## config.mk

```make
export PLATFORM = sky130hd
export DESIGN_NAME = pc_stack_indirect
export DESIGN_NICKNAME = d
export VERILOG_FILES = /design/src/verilog/pc_stack_indirect.v
export VERILOG_INCLUDE_DIRS = /design/src /design/src/verilog
export SDC_FILE = /design/constraint.sdc
export NUM_CORES = 1
export LEC_CHECK = 0
export BUFFER_PORTS_ARGS = -buffer_cell sky130_fd_sc_hd__buf_2
export CAP_MARGIN = 30
export CORE_MARGIN = 2
export CORE_UTILIZATION = 59
export DETAILED_ROUTE_END_ITERATION = 6
export GPL_TIMING_DRIVEN = 0
export PLACE_DENSITY_LB_ADDON = 0.12
export SETUP_SLACK_MARGIN = 0.02
export SLEW_MARGIN = 0
export SYNTH_ARGS = -nofsm -noshare
export SYNTH_HDL_FRONTEND = slang
export SYNTH_SLANG_ARGS = --single-unit
```

## constraint.sdc

```tcl
create_clock -name clk_i -period 9.7 [get_ports clk_i]
set_input_delay 1.455 -clock clk_i [delete_from_list [all_inputs] [get_ports clk_i]]
set_output_delay 1.455 -clock clk_i [all_outputs]
set_load 0.01 [all_outputs]
```

## src/verilog/pc_stack_map.vh

```
// constants for the program counter, return stack and indirect addressing block
// assumes inclusion by bare name from the design file
`ifndef PC_STACK_MAP_VH
`define PC_STACK_MAP_VH
`define PC_WIDTH        13
`define PC_LOW_WIDTH    8
`define PC_UPPER_WIDTH  5
`define BRANCH_WIDTH    11
`define PAGE_SEL_HI     4
`define PAGE_SEL_LO     3
`define STACK_DEPTH     8
`define STACK_PTR_WIDTH 3
`define IND_ADDR_WIDTH  9
`define INDIRECT_PORT_ADDR 8'h00
`define PC_RESET        13'h0000
`define PC_LOW_RESET    8'h00
`define PC_UPPER_RESET  5'h00
`define LATCH_RESET     8'h00
`define FSR_RESET       8'h00
`endif

```

## src/verilog/pc_stack_indirect.v

```verilog
// program counter sequencing, circular return stack and indirect address forming
// assumes the execution logic presents one decoded action per clock, single clock
// stack contents are not reset; software never sees the stack pointer
`timescale 1ns/10ps
`include "pc_stack_map.vh"

// Behaviour
// - 13-bit counter, low byte read and write
// - upper counter bits not directly writable
// - any reset clears upper counter bits
// - low byte write loads latch bits 4:0
// - branch takes 11 bits, page from latch
// - eight entry, 13-bit return stack
// - stack pointer hidden from software
// - push on call and interrupt vector
// - returns pop full counter from stack
// - stack activity leaves high latch alone
// - ninth push overwrites first entry
// - no overflow or underflow indication
// - 8K word space in 2K pages
// - indirect port accesses pointed register
// - indirect read of port returns zero
// - indirect write of port does nothing
// - bank bit above pointer forms address
module pc_stack_indirect #(
    parameter STACK_DEPTH = `STACK_DEPTH
) (
    // clock and reset
    input  wire                        clk_i,
    input  wire                        rstn_i,
    // sequencing controls from execution logic
    input  wire                        advance_i,
    input  wire                        low_byte_wr_i,
    input  wire [7:0]                  low_byte_wdata_i,
    input  wire                        call_i,
    input  wire                        jump_i,
    input  wire [`BRANCH_WIDTH-1:0]    branch_addr_i,
    input  wire                        vector_i,
    input  wire [`PC_WIDTH-1:0]        vector_addr_i,
    input  wire                        return_i,
    // high latch write
    input  wire                        latch_wr_i,
    input  wire [7:0]                  latch_wdata_i,
    // indirect addressing
    input  wire                        fsr_wr_i,
    input  wire [7:0]                  fsr_wdata_i,
    input  wire                        indirect_bank_bit_i,
    input  wire                        file_access_i,
    input  wire                        file_write_i,
    input  wire [6:0]                  file_addr_i,
    input  wire [7:0]                  file_rdata_i,
    // counter outputs
    output wire [`PC_WIDTH-1:0]        pc_o,
    output wire [7:0]                  pc_low_byte_o,
    output wire [7:0]                  pc_high_latch_o,
    // indirect outputs
    output wire [7:0]                  file_pointer_reg_o,
    output reg  [`IND_ADDR_WIDTH-1:0]  eff_addr_o,
    output reg                         eff_is_indirect_o,
    output reg                         eff_write_en_o,
    output reg  [7:0]                  indirect_rdata_o
);

    // counter state
    reg  [`PC_LOW_WIDTH-1:0]      pc_low_byte_r;
    reg  [`PC_LOW_WIDTH-1:0]      pc_low_byte_nxt;
    reg  [`PC_UPPER_WIDTH-1:0]    pc_upper_bits_r;
    reg  [`PC_UPPER_WIDTH-1:0]    pc_upper_bits_nxt;
    reg  [`PC_WIDTH-1:0]          pc_load;

    // software visible registers
    reg  [7:0]                    pc_high_latch_r;
    reg  [7:0]                    pc_high_latch_nxt;
    reg  [7:0]                    file_pointer_reg_r;
    reg  [7:0]                    file_pointer_reg_nxt;

    reg  [`STACK_PTR_WIDTH-1:0]   sp_r;
    reg  [`STACK_PTR_WIDTH-1:0]   sp_nxt;
    reg  [`PC_WIDTH-1:0]          stack_mem [0:STACK_DEPTH-1];
    reg                           stack_we;
    reg  [`PC_WIDTH-1:0]          stack_wdata;

    // derived values
    wire [`PC_WIDTH-1:0]          pc_cur;
    wire [`PC_WIDTH-1:0]          pc_inc;
    wire [`PC_WIDTH-1:0]          page_target;
    wire [`PC_WIDTH-1:0]          latch_target;
    wire [`STACK_PTR_WIDTH-1:0]   sp_push;
    wire [`STACK_PTR_WIDTH-1:0]   sp_pop;
    wire [`PC_WIDTH-1:0]          ret_addr;

    // one-hot action decode
    wire                          act_return;
    wire                          act_vector;
    wire                          act_branch;
    wire                          act_low_wr;
    wire                          act_advance;
    wire                          any_branch;
    wire                          above_branch;
    wire                          above_low_wr;
    wire                          above_advance;
    wire                          do_push;
    wire                          do_pop;

    // indirect decode
    wire                          is_indirect;
    wire                          self_pointer;

    // port address test, used for both the direct and the pointed address
    function is_port_addr;
        input [7:0] addr;
        begin
            is_port_addr = (addr == `INDIRECT_PORT_ADDR);
        end
    endfunction

    // pointer step with wrap, shared by push and pop
    function [`STACK_PTR_WIDTH-1:0] ptr_step;
        input [`STACK_PTR_WIDTH-1:0] ptr;
        input                        up;
        begin
            if (up) begin
                ptr_step = ptr + 3'h1;
            end else begin
                ptr_step = ptr - 3'h1;
            end
        end
    endfunction

    // counter built from an upper part and a lower part
    function [`PC_WIDTH-1:0] join_pc;
        input [`PC_UPPER_WIDTH-1:0] upper;
        input [`PC_LOW_WIDTH-1:0]   lower;
        begin
            join_pc = {upper, lower};
        end
    endfunction

    // priority: return, vector, branch, low byte write, advance
    assign any_branch    = call_i | jump_i;
    // each level is blocked by everything above it
    assign above_branch  = return_i | vector_i;
    assign above_low_wr  = above_branch | any_branch;
    assign above_advance = above_low_wr | low_byte_wr_i;
    assign act_return    = return_i;
    assign act_vector    = vector_i & ~return_i;
    assign act_branch    = any_branch & ~above_branch;
    assign act_low_wr    = low_byte_wr_i & ~above_low_wr;
    assign act_advance   = advance_i & ~above_advance;

    // push on call or vector
    // a return in the same cycle wins, so the pointer holds and nothing is pushed
    assign do_push = (call_i | vector_i) & ~return_i;
    assign do_pop  = return_i & ~call_i & ~vector_i;

    assign pc_cur       = join_pc(pc_upper_bits_r, pc_low_byte_r);
    assign pc_inc       = pc_cur + 13'h0001;
    assign page_target  = join_pc({pc_high_latch_r[`PAGE_SEL_HI:`PAGE_SEL_LO],
                                   branch_addr_i[`BRANCH_WIDTH-1:`PC_LOW_WIDTH]},
                                  branch_addr_i[`PC_LOW_WIDTH-1:0]);
    assign latch_target = join_pc(pc_high_latch_r[`PC_UPPER_WIDTH-1:0], low_byte_wdata_i);

    assign sp_pop   = ptr_step(sp_r, 1'b0);
    // push wraps too, no full check
    assign sp_push  = ptr_step(sp_r, 1'b1);
    // pop reads the slot below the pointer, the last one pushed
    assign ret_addr = stack_mem[sp_pop];

    always @* begin
        pc_load = pc_cur;
        case (1'b1)
            act_return: begin
                pc_load = ret_addr;
            end
            act_vector: begin
                pc_load = vector_addr_i;
            end
            act_branch: begin
                pc_load = page_target;
            end
            act_low_wr: begin
                pc_load = latch_target;
            end
            act_advance: begin
                pc_load = pc_inc;
            end
            // held when idle, so a stalled core keeps its place
            default: begin
                pc_load = pc_cur;
            end
        endcase
        pc_low_byte_nxt   = pc_load[`PC_LOW_WIDTH-1:0];
        pc_upper_bits_nxt = pc_load[`PC_WIDTH-1:`PC_LOW_WIDTH];
    end

    always @* begin
        sp_nxt = sp_r;
        case ({do_push, do_pop})
            2'b10: begin
                sp_nxt = sp_push;
            end
            // pop from empty still wraps
            // no underflow guard: an empty pop lands on slot seven
            2'b01: begin
                sp_nxt = sp_pop;
            end
            default: begin
                sp_nxt = sp_r;
            end
        endcase
    end

    // latch changes only on its own write
    always @* begin
        pc_high_latch_nxt = pc_high_latch_r;
        if (latch_wr_i) begin
            pc_high_latch_nxt = latch_wdata_i;
        end
    end

    // pointer write is independent of counter actions
    always @* begin
        file_pointer_reg_nxt = file_pointer_reg_r;
        if (fsr_wr_i) begin
            file_pointer_reg_nxt = fsr_wdata_i;
        end
    end

    // return address is the next instruction, never the call itself
    always @* begin
        stack_we    = 1'b0;
        stack_wdata = pc_inc;
        if (rstn_i && do_push) begin
            stack_we = 1'b1;
        end
    end

    always @(posedge clk_i) begin
        if (!rstn_i) begin
            pc_upper_bits_r <= `PC_UPPER_RESET;
        end else begin
            pc_upper_bits_r <= pc_upper_bits_nxt;
        end
    end

    always @(posedge clk_i) begin
        if (!rstn_i) begin
            pc_low_byte_r <= `PC_LOW_RESET;
        end else begin
            pc_low_byte_r <= pc_low_byte_nxt;
        end
    end

    always @(posedge clk_i) begin
        if (!rstn_i) begin
            sp_r <= {`STACK_PTR_WIDTH{1'b0}};
        end else begin
            sp_r <= sp_nxt;
        end
    end

    // stack storage, no reset needed
    // contents survive reset on purpose: only the pointer is cleared
    always @(posedge clk_i) begin
        if (stack_we) begin
            stack_mem[sp_r] <= stack_wdata;
        end
    end

    always @(posedge clk_i) begin
        if (!rstn_i) begin
            pc_high_latch_r <= `LATCH_RESET;
        end else begin
            pc_high_latch_r <= pc_high_latch_nxt;
        end
    end

    // pointer and latch reset together with the counter
    always @(posedge clk_i) begin
        if (!rstn_i) begin
            file_pointer_reg_r <= `FSR_RESET;
        end else begin
            file_pointer_reg_r <= file_pointer_reg_nxt;
        end
    end

    // port address redirects access
    // direct address is seven bits, so widen before the port test
    assign is_indirect  = file_access_i & is_port_addr({1'b0, file_addr_i});
    assign self_pointer = is_port_addr(file_pointer_reg_r);

    always @* begin
        eff_addr_o = {2'h0, file_addr_i};
        if (is_indirect) begin
            eff_addr_o = {indirect_bank_bit_i, file_pointer_reg_r};
        end
    end

    always @* begin
        indirect_rdata_o = file_rdata_i;
        if (is_indirect && self_pointer) begin
            indirect_rdata_o = 8'h00;
        end
    end

    // self write suppressed
    // flags elsewhere may still update, only the store is dropped
    always @* begin
        eff_write_en_o = file_access_i & file_write_i;
        if (is_indirect && self_pointer) begin
            eff_write_en_o = 1'b0;
        end
    end

    always @* begin
        eff_is_indirect_o = is_indirect;
    end

    assign pc_o               = pc_cur;
    assign pc_low_byte_o      = pc_low_byte_r;
    assign pc_high_latch_o    = pc_high_latch_r;
    assign file_pointer_reg_o = file_pointer_reg_r;

endmodule // pc_stack_indirect

```

After elaboration in Yosys (flattened, before gate mapping). Memories as Yosys holds them, arrays and structs flattened. Cells that the tools add are included.

Register bits: 32. Memory bits (writable): 104. Input bits: 76. Logic and storage cells: 49. Memories: 1.

Memory list: stack_mem (words 8, bits a word 13, read ports 1, clocked after Yosys merged registers in 0, write ports 1, line pc_stack_indirect.v:79) `` reg [`PC_WIDTH-1:0] stack_mem [0:STACK_DEPTH-1]; ``.

$add $sub $neg: 3. Equal/unequal tests: 2. Muxes and demuxes: 12. Bitwise gates (word level): 20. Reduce and logical (&&, ||, !) cells: 6.

Operators with widths (number): 2-to-1 mux 13 bit (5); adder 13 x 1 -> 13 bit (second input constant) (1); AND 1 bit (9); 2-to-1 mux 9 bit (1); zero test 8 bit (1); 2-to-1 mux 8 bit (1); zero test 7 bit (1); NOT 1 bit (6); one-hot mux 3 bit (2 select lines) (1); OR 1 bit (5); nonzero test 5 bit (1); 2-to-1 mux 1 bit (4); adder 3 x 1 -> 3 bit (second input constant) (1); subtractor 3 x 1 -> 3 bit (second input constant) (1); equality test 2 x 1 -> 1 bit (second input constant) (1); equality test 2 bit (second input constant) (1); logical AND 1 bit (2); nonzero test 2 bit (1).

Longest topological paths before layout. Gate-level depths: netlist of run 1.

Depth after elaboration: 10. Gate-level depth with buffers: 12. Mapped depth without buffers: 7.

Worst setup path after synthesis of run 1. OpenSTA, ideal clock, no wires.

Path kind: input to output. Start point: in file_addr_i[1]. End point: out eff_addr_o[7]. Arrival time: 2434 ps. Slack: 5811 ps. Stages on the path: 4. Cells stage by stage: nor4_1 -> and4b_1 -> clkbuf_1 -> and2_1.

Longest elaborated chain between the ends: 3.

Ends and longest elaborated chain: start, declared (line pc_stack_indirect.v:50) `input wire [6:0] file_addr_i,`; zero test 7 bit (no source line); AND 1 bit (line pc_stack_indirect.v:289) `assign is_indirect = file_access_i & is_port_addr({1'b0, file_addr_i});`; via eff_is_indirect_o (line pc_stack_indirect.v:59) `output reg eff_is_indirect_o,`; 2-to-1 mux 9 bit (line pc_stack_indirect.v:294) `if (is_indirect) begin`; end, declared (line pc_stack_indirect.v:58) `` output reg [`IND_ADDR_WIDTH-1:0] eff_addr_o, ``.

The timed path passes the listed nets, and every way through them passes these cells.

Worst setup path after layout of run 1.
Start point: in file_addr_i[1]. End point: out eff_addr_o[6].

Longest elaborated chain between the ends: 3.

Ends and longest elaborated chain (line): zero test 7 bit (no source line); AND 1 bit (pc_stack_indirect.v:289); 2-to-1 mux 9 bit (pc_stack_indirect.v:294).

No other way between the ends.

==> impl_metrics.yaml, run 1 <==
clock_tree:
  cts-root-buf: "clkbuf_8"
  htreeDepth: 4
  clock_path_buffers: 2
  postCtsSetupRepairBufs: 0
  insertion_delay_ps: 530
  clock-sinks: 136
  cts-hold-fix-buffers: 0
  cts_made_buffers: 17
  cts_tree: "built"
  cts.repair.resized: 0
  path_clk_slew_ps: 60
floorplan:
  num_io_pins: 132
  die_w_microns: 106
  rows: 37
  die_h_microns: 106
  initial_core_util_pct: 60.3
  core-area_sq_um: 10200
  die_area_sq_um: 11300
worst_setup_path:
  cp_num_buf_inv: 3
  crit_chain: "buf_2, nor4_1, and4b_1, clkbuf_1, a21o_1, buf_2"
  rr_worst_depth: 12
  reg2reg_to: "pc_low_byte_o[5]"
  crit-reg2reg-launch: "sp_r[0]"
  cpMostUsedCell: "buf_2"
  worstSetupStartpointType: "primary input"
  end_kind: "primary output"
  crit_type: "in2out"
  worstPathArrival_ps: 2770
  critPathMaxStageDelay_ps: 330
  worstPathRequired_ps: 8250
  path_delay_family: "simple AND/OR/NAND/NOR gates"
  cp_slowest_cell: "clkbuf_1"
  cp_max_fo: 10
  r2r_slack_ps: 5660
sta:
  finalSetupTns_ps: 0
  clock_skew_ps: 8.94
  setup_viol: 0
  timing.fmax_mhz: 237
  layout_min_cycle_time_ps: 4220
  period_share_pct: 43.5
  layout_setup_ws_ps: 5480
  rsz0062_at_grt: "no"
  slew_violations: 0
  tightest_slew_ps: 949
  finalHoldViolations: 0
  slew_headroom_pct: 36.5
cells_and_area:
  syn_to_final_growth_pct: 23.6
  drive_above_1_share_pct: 33.4
  finalNetCount: 692
  multiInputGateArea_sq_um: 2190
  antennaDiodeCount: 0
  nFillCells: 675
  regArea_sq_um: 3760
global_route:
  grt.total_usage_pct: 29.7
  grt_max_degree: 17
  overflow: 0
  grt_pass1_wl_microns: 24400
  grt_antenna_before_repair: 0
  first_global_vias: 4399
placement:
  place_worst_setup_slack_ps: 5500
  gp_congestion: 0.945
  io_buffers: 127
  dp_hpwl_microns: 11400
synthesis:
  synthArstFlopShare_pct: 0
  ys.flop_type: "edfxtp_1"
  yosysSeqAreaShare_pct: 61.0
  synth_fp_nets: 537
  synth_area_leader_cell: "edfxtp_1"
  yosysMostFrequentCell: "edfxtp_1"
  ys_types: 52
  syn_avg_cell_area_sq_um: 13.5
  yosys-top-cells-area: "edfxtp_1, dfxtp_1, mux4_2, mux2i_1, nor2b_1"
  ys_ff_latch: 136
  yosys_warnings: 0
  netlist_area_sq_um: 6170
  synth_edf_count: 104
  synth_commonest_cells: "edfxtp_1, dfxtp_1, nand2_1, mux2i_1, nor2b_1"
  yosys.area.top_type_share_pct: 50.6
  synth_cells: 457
job:
  maxCapViolCount: 0
detailed_routing:
  drt_wl_total_microns: 16000
  ant_nets: 0
  via_count: 4557
  vias_per_cell: 5.99
  drt_pass1_iterations: 5
  drc_errors: 0
  wl_per_cell_microns: 21.1
  drt_first_iter_violations: 495
power_and_ir_drop:
  power_density_nw_per_um2: 202
  irDropWorstVdd_uv: 165
  p_leak_uw: 0.00296
worst_hold_path:
  worstHoldEndpoint: "pc_high_latch_o[6]"
  hold_class: "reg2reg"
  min_path_cells: 2
  holdCritStartpoint: "pc_high_latch_o[6]"
status:
  status: "finished, final reports clean"
how the worst max path moves through the flow:
stage	from	to	slack, ps	cells after the start
5_1_grt	file_addr_i[1]	eff_addr_o[0]	5380	6
3_5_place_dp	file_addr_i[1]	eff_addr_o[8]	5500	6
4_1_cts	file_addr_i[1]	eff_addr_o[6]	5500	6
6_report	file_addr_i[1]	eff_addr_o[6]	5480	6
3_3_place_gp	vector_i	stack_mem[1][5]	5040	6
2_1_floorplan	file_addr_i[1]	eff_addr_o[7]	5810	4
sequential cells by signal, indices dropped and copies added, names as in the netlist:
register / flops
file_pointer_reg_o: 8
pc_low_byte_o: 8
stack_mem: 104
pc_high_latch_o: 8
pc_upper_bits_r: 5
sp_r: 3
logic make-up (layout without fill, tap and decap cells):
logic type,Yosys count,in the layout,share of synthesized area [%]
simple gates,126,126,10.9
flops,136,136,61.0
compound gates,84,84,9.23
buf+inv,42,210,3.59
mux,50,50,12.2
xor+xnor,15,15,2.25
fa+ha+maj,4,4,0.811
per-stage QoR:
step / hold slack (ps) / cells / util [%] / instance area, sq um / power [uW]
2_1_floorplan: 539 / 457 / - / 6170 / 851
3_3_place_gp: 490 / 720 / 68.2 / 6980 / 936
3_5_place_dp: 503 / 729 / 69.1 / 7070 / 947
4_1_cts: 518 / 761 / 74.6 / 7630 / 1550
5_1_grt: 541 / 761 / 74.6 / 7630 / 1600
6_report: 515 / 761 / 74.6 / 7630 / 1540
routing by layer:
layer / GRT usage (%) / wire (microns) / part of all wire, % / vias to the layer above
met5: 0 / 0 / 0 / -
met4: 9.77 / 313 / 2.0 / 0
met3: 7.48 / 1450 / 9.0 / 31
met2: 46.5 / 7540 / 47 / 270
met1: 41.0 / 6730 / 42 / 2198
li1: - / - / - / 2058
tightest hold or removal path, stage by stage, from the launching register on:
cell	delay, ps
dfxtp_1	320
mux2i_1	60
nor2b_1	90
where the power goes:
part	internal, uW	switching (uW)
Combinational	108	150
Clock	346	256
Sequential	662	20.6
final cells by class:
type	instances	area share (%)
Clock buffer	17	5.43
Timing Repair Buffer	136	9.43
Multi-Input combinational cell	279	28.8
Inverter	5	0.246
Clock inverter	15	1.89
Sequential cell	136	49.3
Buffer	37	2.66
Tap cell	136	2.23
layout by cell type (no fill, tap or decap), types with 12 or more instances in the layout:
| cell type | count |
|---|---|
| mux4_2 | 20 |
| a21oi_1 | 14 |
| o21ai_0 | 15 |
| buf_2 | 131 |
| xnor2_1 | 12 |
| clkbuf_16 | 16 |
| dfxtp_1 | 32 |
| nand2_1 | 31 |
| clkbuf_1 | 19 |
| nor2b_1 | 26 |
| edfxtp_1 | 104 |
| mux2i_1 | 29 |
| and2_1 | 14 |
| nor2_1 | 16 |
No activity file was read; power rests on OpenSTA's default activity.
==> inputs of run 2 (changes only) <==
--- a/config.mk
+++ b/config.mk
@@ -9,7 +9,7 @@
 export BUFFER_PORTS_ARGS = -buffer_cell sky130_fd_sc_hd__buf_2
 export CAP_MARGIN = 30
 export CORE_MARGIN = 2
-export CORE_UTILIZATION = 59
+export CORE_UTILIZATION = 55
 export DETAILED_ROUTE_END_ITERATION = 6
 export GPL_TIMING_DRIVEN = 0
 export PLACE_DENSITY_LB_ADDON = 0.12
==> constraint.sdc (replaced) <==
create_clock -name clk_i -period 3.9 [get_ports clk_i]
set_input_delay 0.585 -clock clk_i [delete_from_list [all_inputs] [get_ports clk_i]]
set_output_delay 0.585 -clock clk_i [all_outputs]
set_load 0.01 [all_outputs]
==> impl_metrics.yaml, run 2 (synthesis results as in run 1) <==
status:
  status: "finished, final reports clean"
sta:
  layout_min_cycle_time_ps: 3560
  timing.fmax_mhz: 281
  clock_skew_ps: 8.66
  slew_violations: 0
  finalSetupTns_ps: 0
  rsz0062_at_grt: "no"
  finalHoldViolations: 0
  slew_headroom_pct: 37.7
  tightest_slew_ps: 928
  period_share_pct: 91.4
  layout_setup_ws_ps: 335
  setup_viol: 0
cells_and_area:
  final_common_cell: "buf_2"
  drive_above_1_share_pct: 33.9
  nFillCells: 774
  largest-register: "stack_mem"
  multiInputGateArea_sq_um: 2190
  antennaDiodeCount: 0
  syn_to_final_growth_pct: 23.1
  regArea_sq_um: 3760
  final_area_sq_um: 7600
  finalNetCount: 692
  final_cell_mix: "buf_2, edfxtp_1, dfxtp_1"
  largest_register_ffs: 104
worst_setup_path:
  worstSetupStartpointType: "flop"
  end_kind: "flop"
  worstPathRequired_ps: 4300
  cp_max_fo: 10
  worstPathArrival_ps: 3970
  crit_type: "reg2reg"
placement:
  dp_hpwl_microns: 11000
  io_buffers: 127
  dpl-instance-area_sq_um: 7070
  gp_congestion: 0.877
  place_worst_setup_slack_ps: -46.8
worst_hold_path:
  hold_class: "in2reg"
power_and_ir_drop:
  power_density_nw_per_um2: 493
  p_leak_uw: 0.00294
  irDropWorstVdd_uv: 415
global_route:
  first_global_vias: 4198
  grt_pass1_wl_microns: 23000
  grt_antenna_before_repair: 0
  grt_max_degree: 17
  grt.total_usage_pct: 26.6
  overflow: 0
job:
  maxCapViolCount: 0
clock_tree:
  clock-sinks: 136
  clock_path_buffers: 2
  cts-hold-fix-buffers: 0
  path_clk_slew_ps: 60
  postCtsSetupRepairBufs: 0
  cts_tree: "built"
  cts_made_buffers: 17
  htreeDepth: 4
  insertion_delay_ps: 520
  cts-root-buf: "clkbuf_8"
floorplan:
  core-area_sq_um: 10900
  die_h_microns: 110
  num_io_pins: 132
  die_w_microns: 110
  die_area_sq_um: 12100
  initial_core_util_pct: 56.7
  rows: 38
detailed_routing:
  ant_nets: 0
  drt_first_iter_violations: 495
  via_count: 4508
  vias_per_cell: 5.89
  drt_pass1_iterations: 5
  drc_errors: 0
  drt_wl_total_microns: 15500
  wl_per_cell_microns: 20.3
-- run 2: final cells by class --
cell class              count  share of cell area (%)
repair buffers            136                    9.47
multi-input cells         279                    28.9
plain buffers              37                    2.72
clock buffers              19                    5.55
flip-flops and latches    136                    49.5
well taps                 140                    2.31
clock inverters            13                    1.28
inverters                   5                   0.247
-- run 2: timing repair --
item	CTS	global route
pin swaps	0	0
gates resized for setup	2	1
hold endpoints to repair	0	0
cloned	0	0
setup endpoints to repair	3	9
-- run 2: worst paths after layout --
path,start,to,slack [ps],cells after the start
hold reg to reg,pc_high_latch_o[5],pc_high_latch_o[5],510,2
setup / recovery,sp_r[0],pc_upper_bits_r[2],340,10
hold / removal,latch_wdata_i[3],pc_high_latch_o[3],320,3
setup reg to reg,sp_r[0],pc_upper_bits_r[2],340,10
-- run 2: stage by stage --
step           instances  hold slack, ps  utilization, %  total power [uW]
2_1_floorplan        457             539               -              2120
3_3_place_gp         724             492            64.1              2330
3_5_place_dp         733             506            65.0              2350
4_1_cts              765             302            69.8              3760
5_1_grt              765             316            69.8              3880
6_report             765             322            69.8              3740
-- run 2: worst max-delay path, cell delays in order (launching register included) --
cell and delay, ps:
dfxtp_1 340, buf_2 230, clkbuf_2 330, clkbuf_1 420, inv_1 120, ha_1 290
xor2_2 490, mux4_2 560, or3b_2 440, o211ai_1 120, a21oi_1 90
-- run 2: power by group --
part,total (uW),internal [uW],switching [uW],leakage [uW]
registers,1690,1650,48.4,0.00122
logic,639,270,369,0.00149
clock network,1410,784,624,0.000241
-- run 2: metal layers --
metal,wire length [microns],global-route usage (%)
met1,6590,36.9
met2,7010,40.9
met3,1620,6.88
met4,318,9.49
met5,0,0
==> inputs of run 3 (changes only) <==
--- a/config.mk
+++ b/config.mk
@@ -8,9 +8,12 @@
 export LEC_CHECK = 0
 export BUFFER_PORTS_ARGS = -buffer_cell sky130_fd_sc_hd__buf_2
 export CAP_MARGIN = 30
+export CELL_PAD_IN_SITES_DETAIL_PLACEMENT = 1
+export CELL_PAD_IN_SITES_GLOBAL_PLACEMENT = 1
 export CORE_MARGIN = 2
-export CORE_UTILIZATION = 55
+export CORE_UTILIZATION = 44
 export DETAILED_ROUTE_END_ITERATION = 6
+export GPL_ROUTABILITY_DRIVEN = 0
 export GPL_TIMING_DRIVEN = 0
 export PLACE_DENSITY_LB_ADDON = 0.12
 export SETUP_SLACK_MARGIN = 0.02
==> impl_metrics.yaml, run 3 (synthesis results as in run 1) <==
status:
  status: "finished, final reports clean"
placement:
  dp_hpwl_microns: 13000
  dpl-instance-area_sq_um: 7110
  place_worst_setup_slack_ps: -148
  io_buffers: 127
clock_tree:
  cts_made_buffers: 17
  path_clk_slew_ps: 60
  cts-hold-fix-buffers: 0
  cts_tree: "built"
  htreeDepth: 4
  postCtsSetupRepairBufs: 0
  clock-sinks: 136
  cts-root-buf: "clkbuf_16"
  clock_path_buffers: 2
  insertion_delay_ps: 430
power_and_ir_drop:
  power_density_nw_per_um2: 533
  p_leak_uw: 0.00301
  irDropWorstVdd_uv: 448
  power_uw: 4150
floorplan:
  num_io_pins: 132
  die_area_sq_um: 15000
  core-area_sq_um: 13800
  rows: 43
  initial_core_util_pct: 44.8
  die_h_microns: 122
  die_w_microns: 122
detailed_routing:
  ant_nets: 0
  vias_per_cell: 5.54
  drc_errors: 0
  drt_pass1_iterations: 4
  drt_wl_total_microns: 17600
  via_count: 4437
  wl_per_cell_microns: 21.9
  drt_first_iter_violations: 286
worst_setup_path:
  worstSetupStartpointType: "flop"
  cp_slowest_cell: "a21boi_0"
  worstPathArrival_ps: 3810
  path_delay_family: "buffers and inverters"
  cpMostUsedCell: "buf_2"
  worstPathRequired_ps: 4270
  critPathMaxStageDelay_ps: 460
  cp_num_buf_inv: 6
  crit_chain: "buf_2, buf_2, clkbuf_2, inv_1, ha_1, clkbuf_1, buf_2, mux4_2, nand2_1, a21boi_0, o221a_2"
  crit_type: "reg2reg"
  cp_max_fo: 10
  end_kind: "flop"
  r2r_slack_ps: 450
global_route:
  grt_max_degree: 17
  first_global_vias: 4534
  grt.total_usage_pct: 24.3
  overflow: 0
  grt_antenna_before_repair: 0
  grt_pass1_wl_microns: 26400
sta:
  layout_setup_ws_ps: 455
  slew_headroom_pct: 32.0
  period_share_pct: 88.3
  setup_viol: 0
  layout_min_cycle_time_ps: 3450
  whs_ps: 422
  timing.fmax_mhz: 290
  rsz0062_at_grt: "no"
  clock_skew_ps: 8.43
  finalHoldViolations: 0
  slew_violations: 0
  tightest_slew_ps: 1010
cells_and_area:
  largest_register_ffs: 104
  final_common_cell: "buf_2"
  largest-register: "stack_mem"
  nFillCells: 1448
  final_cell_mix: "buf_2, edfxtp_1, dfxtp_1"
  drive_above_1_share_pct: 34.1
  syn_to_final_growth_pct: 26.0
  finalNetCount: 688
  antennaDiodeCount: 0
  final_area_sq_um: 7770
  utilization_pct: 56.4
worst_hold_path:
  hold_class: "in2reg"
job:
  maxCapViolCount: 0
-- run 3: cell types whose count changed in the layout (fill, tap and decap cells not counted), moves of 2 or more --
cell        change
nor2_2          +3
buf_4           -3
inv_6           -2
clkinv_1        +3
clkbuf_1        -3
clkinvlp_4      -4
nor2_1          -3
bufinv_16       +6
-- run 3: area by class of cell --
type / count / area, sq um / share of cell area, %
clock inverter: 14 / 228 / 2.93
inverter: 5 / 18.8 / 0.241
clock buffer: 18 / 429 / 5.52
buffer: 37 / 209 / 2.69
timing repair buffer: 132 / 692 / 8.90
tap: 180 / 225 / 2.90
multi-input combinational: 279 / 2210 / 28.4
sequential: 136 / 3760 / 48.4
-- run 3: metrics by stage --
step           cells  TNS [ps]
2_1_floorplan    457         0
3_3_place_gp     764     -3380
3_5_place_dp     769      -680
4_1_cts          801         0
5_1_grt          801         0
6_report         801         0
-- run 3: path summary, 6_finish.rpt --
check,start,end,cells past startpoint
setup / recovery,sp_r[0],pc_low_byte_o[0],11
hold reg to reg,pc_high_latch_o[5],pc_high_latch_o[5],2
hold / removal,fsr_wdata_i[3],file_pointer_reg_o[3],3
setup reg to reg,sp_r[0],pc_low_byte_o[0],11
-- run 3: repair_timing --
| item | 4_1_cts | 5_1_grt |
|---|---|---|
| resized for setup | 3 | 4 |
| setup endpoints to repair | 12 | 3 |
| pin swaps | 0 | 0 |
| gates cloned | 0 | 0 |
-- run 3: layer usage --
metal	part of all wire, %	up-vias	GRT usage (%)
li1	-	2047	-
met1	45	2240	32.8
met2	47	133	39.2
met3	6.0	17	5.58
met4	1.3	0	7.40
met5	0	-	0
-- run 3: worst reg2reg max path: stages (launching register included) --
cell and delay (ps):
dfxtp_1 330, buf_2 230, buf_2 320, clkbuf_2 330, inv_1 100, ha_1 290, clkbuf_1 370, buf_2 370
mux4_2 250, nand2_1 50, a21boi_0 460, o221a_2 290
-- run 3: power by group --
group | internal (uW) | leakage, uW | switching (uW)
Clock | 1190 | 0.000321 | 606
Combinational | 270 | 0.00147 | 379
Sequential | 1650 | 0.00122 | 50.9
Total | 3110 | 0.00301 | 1040
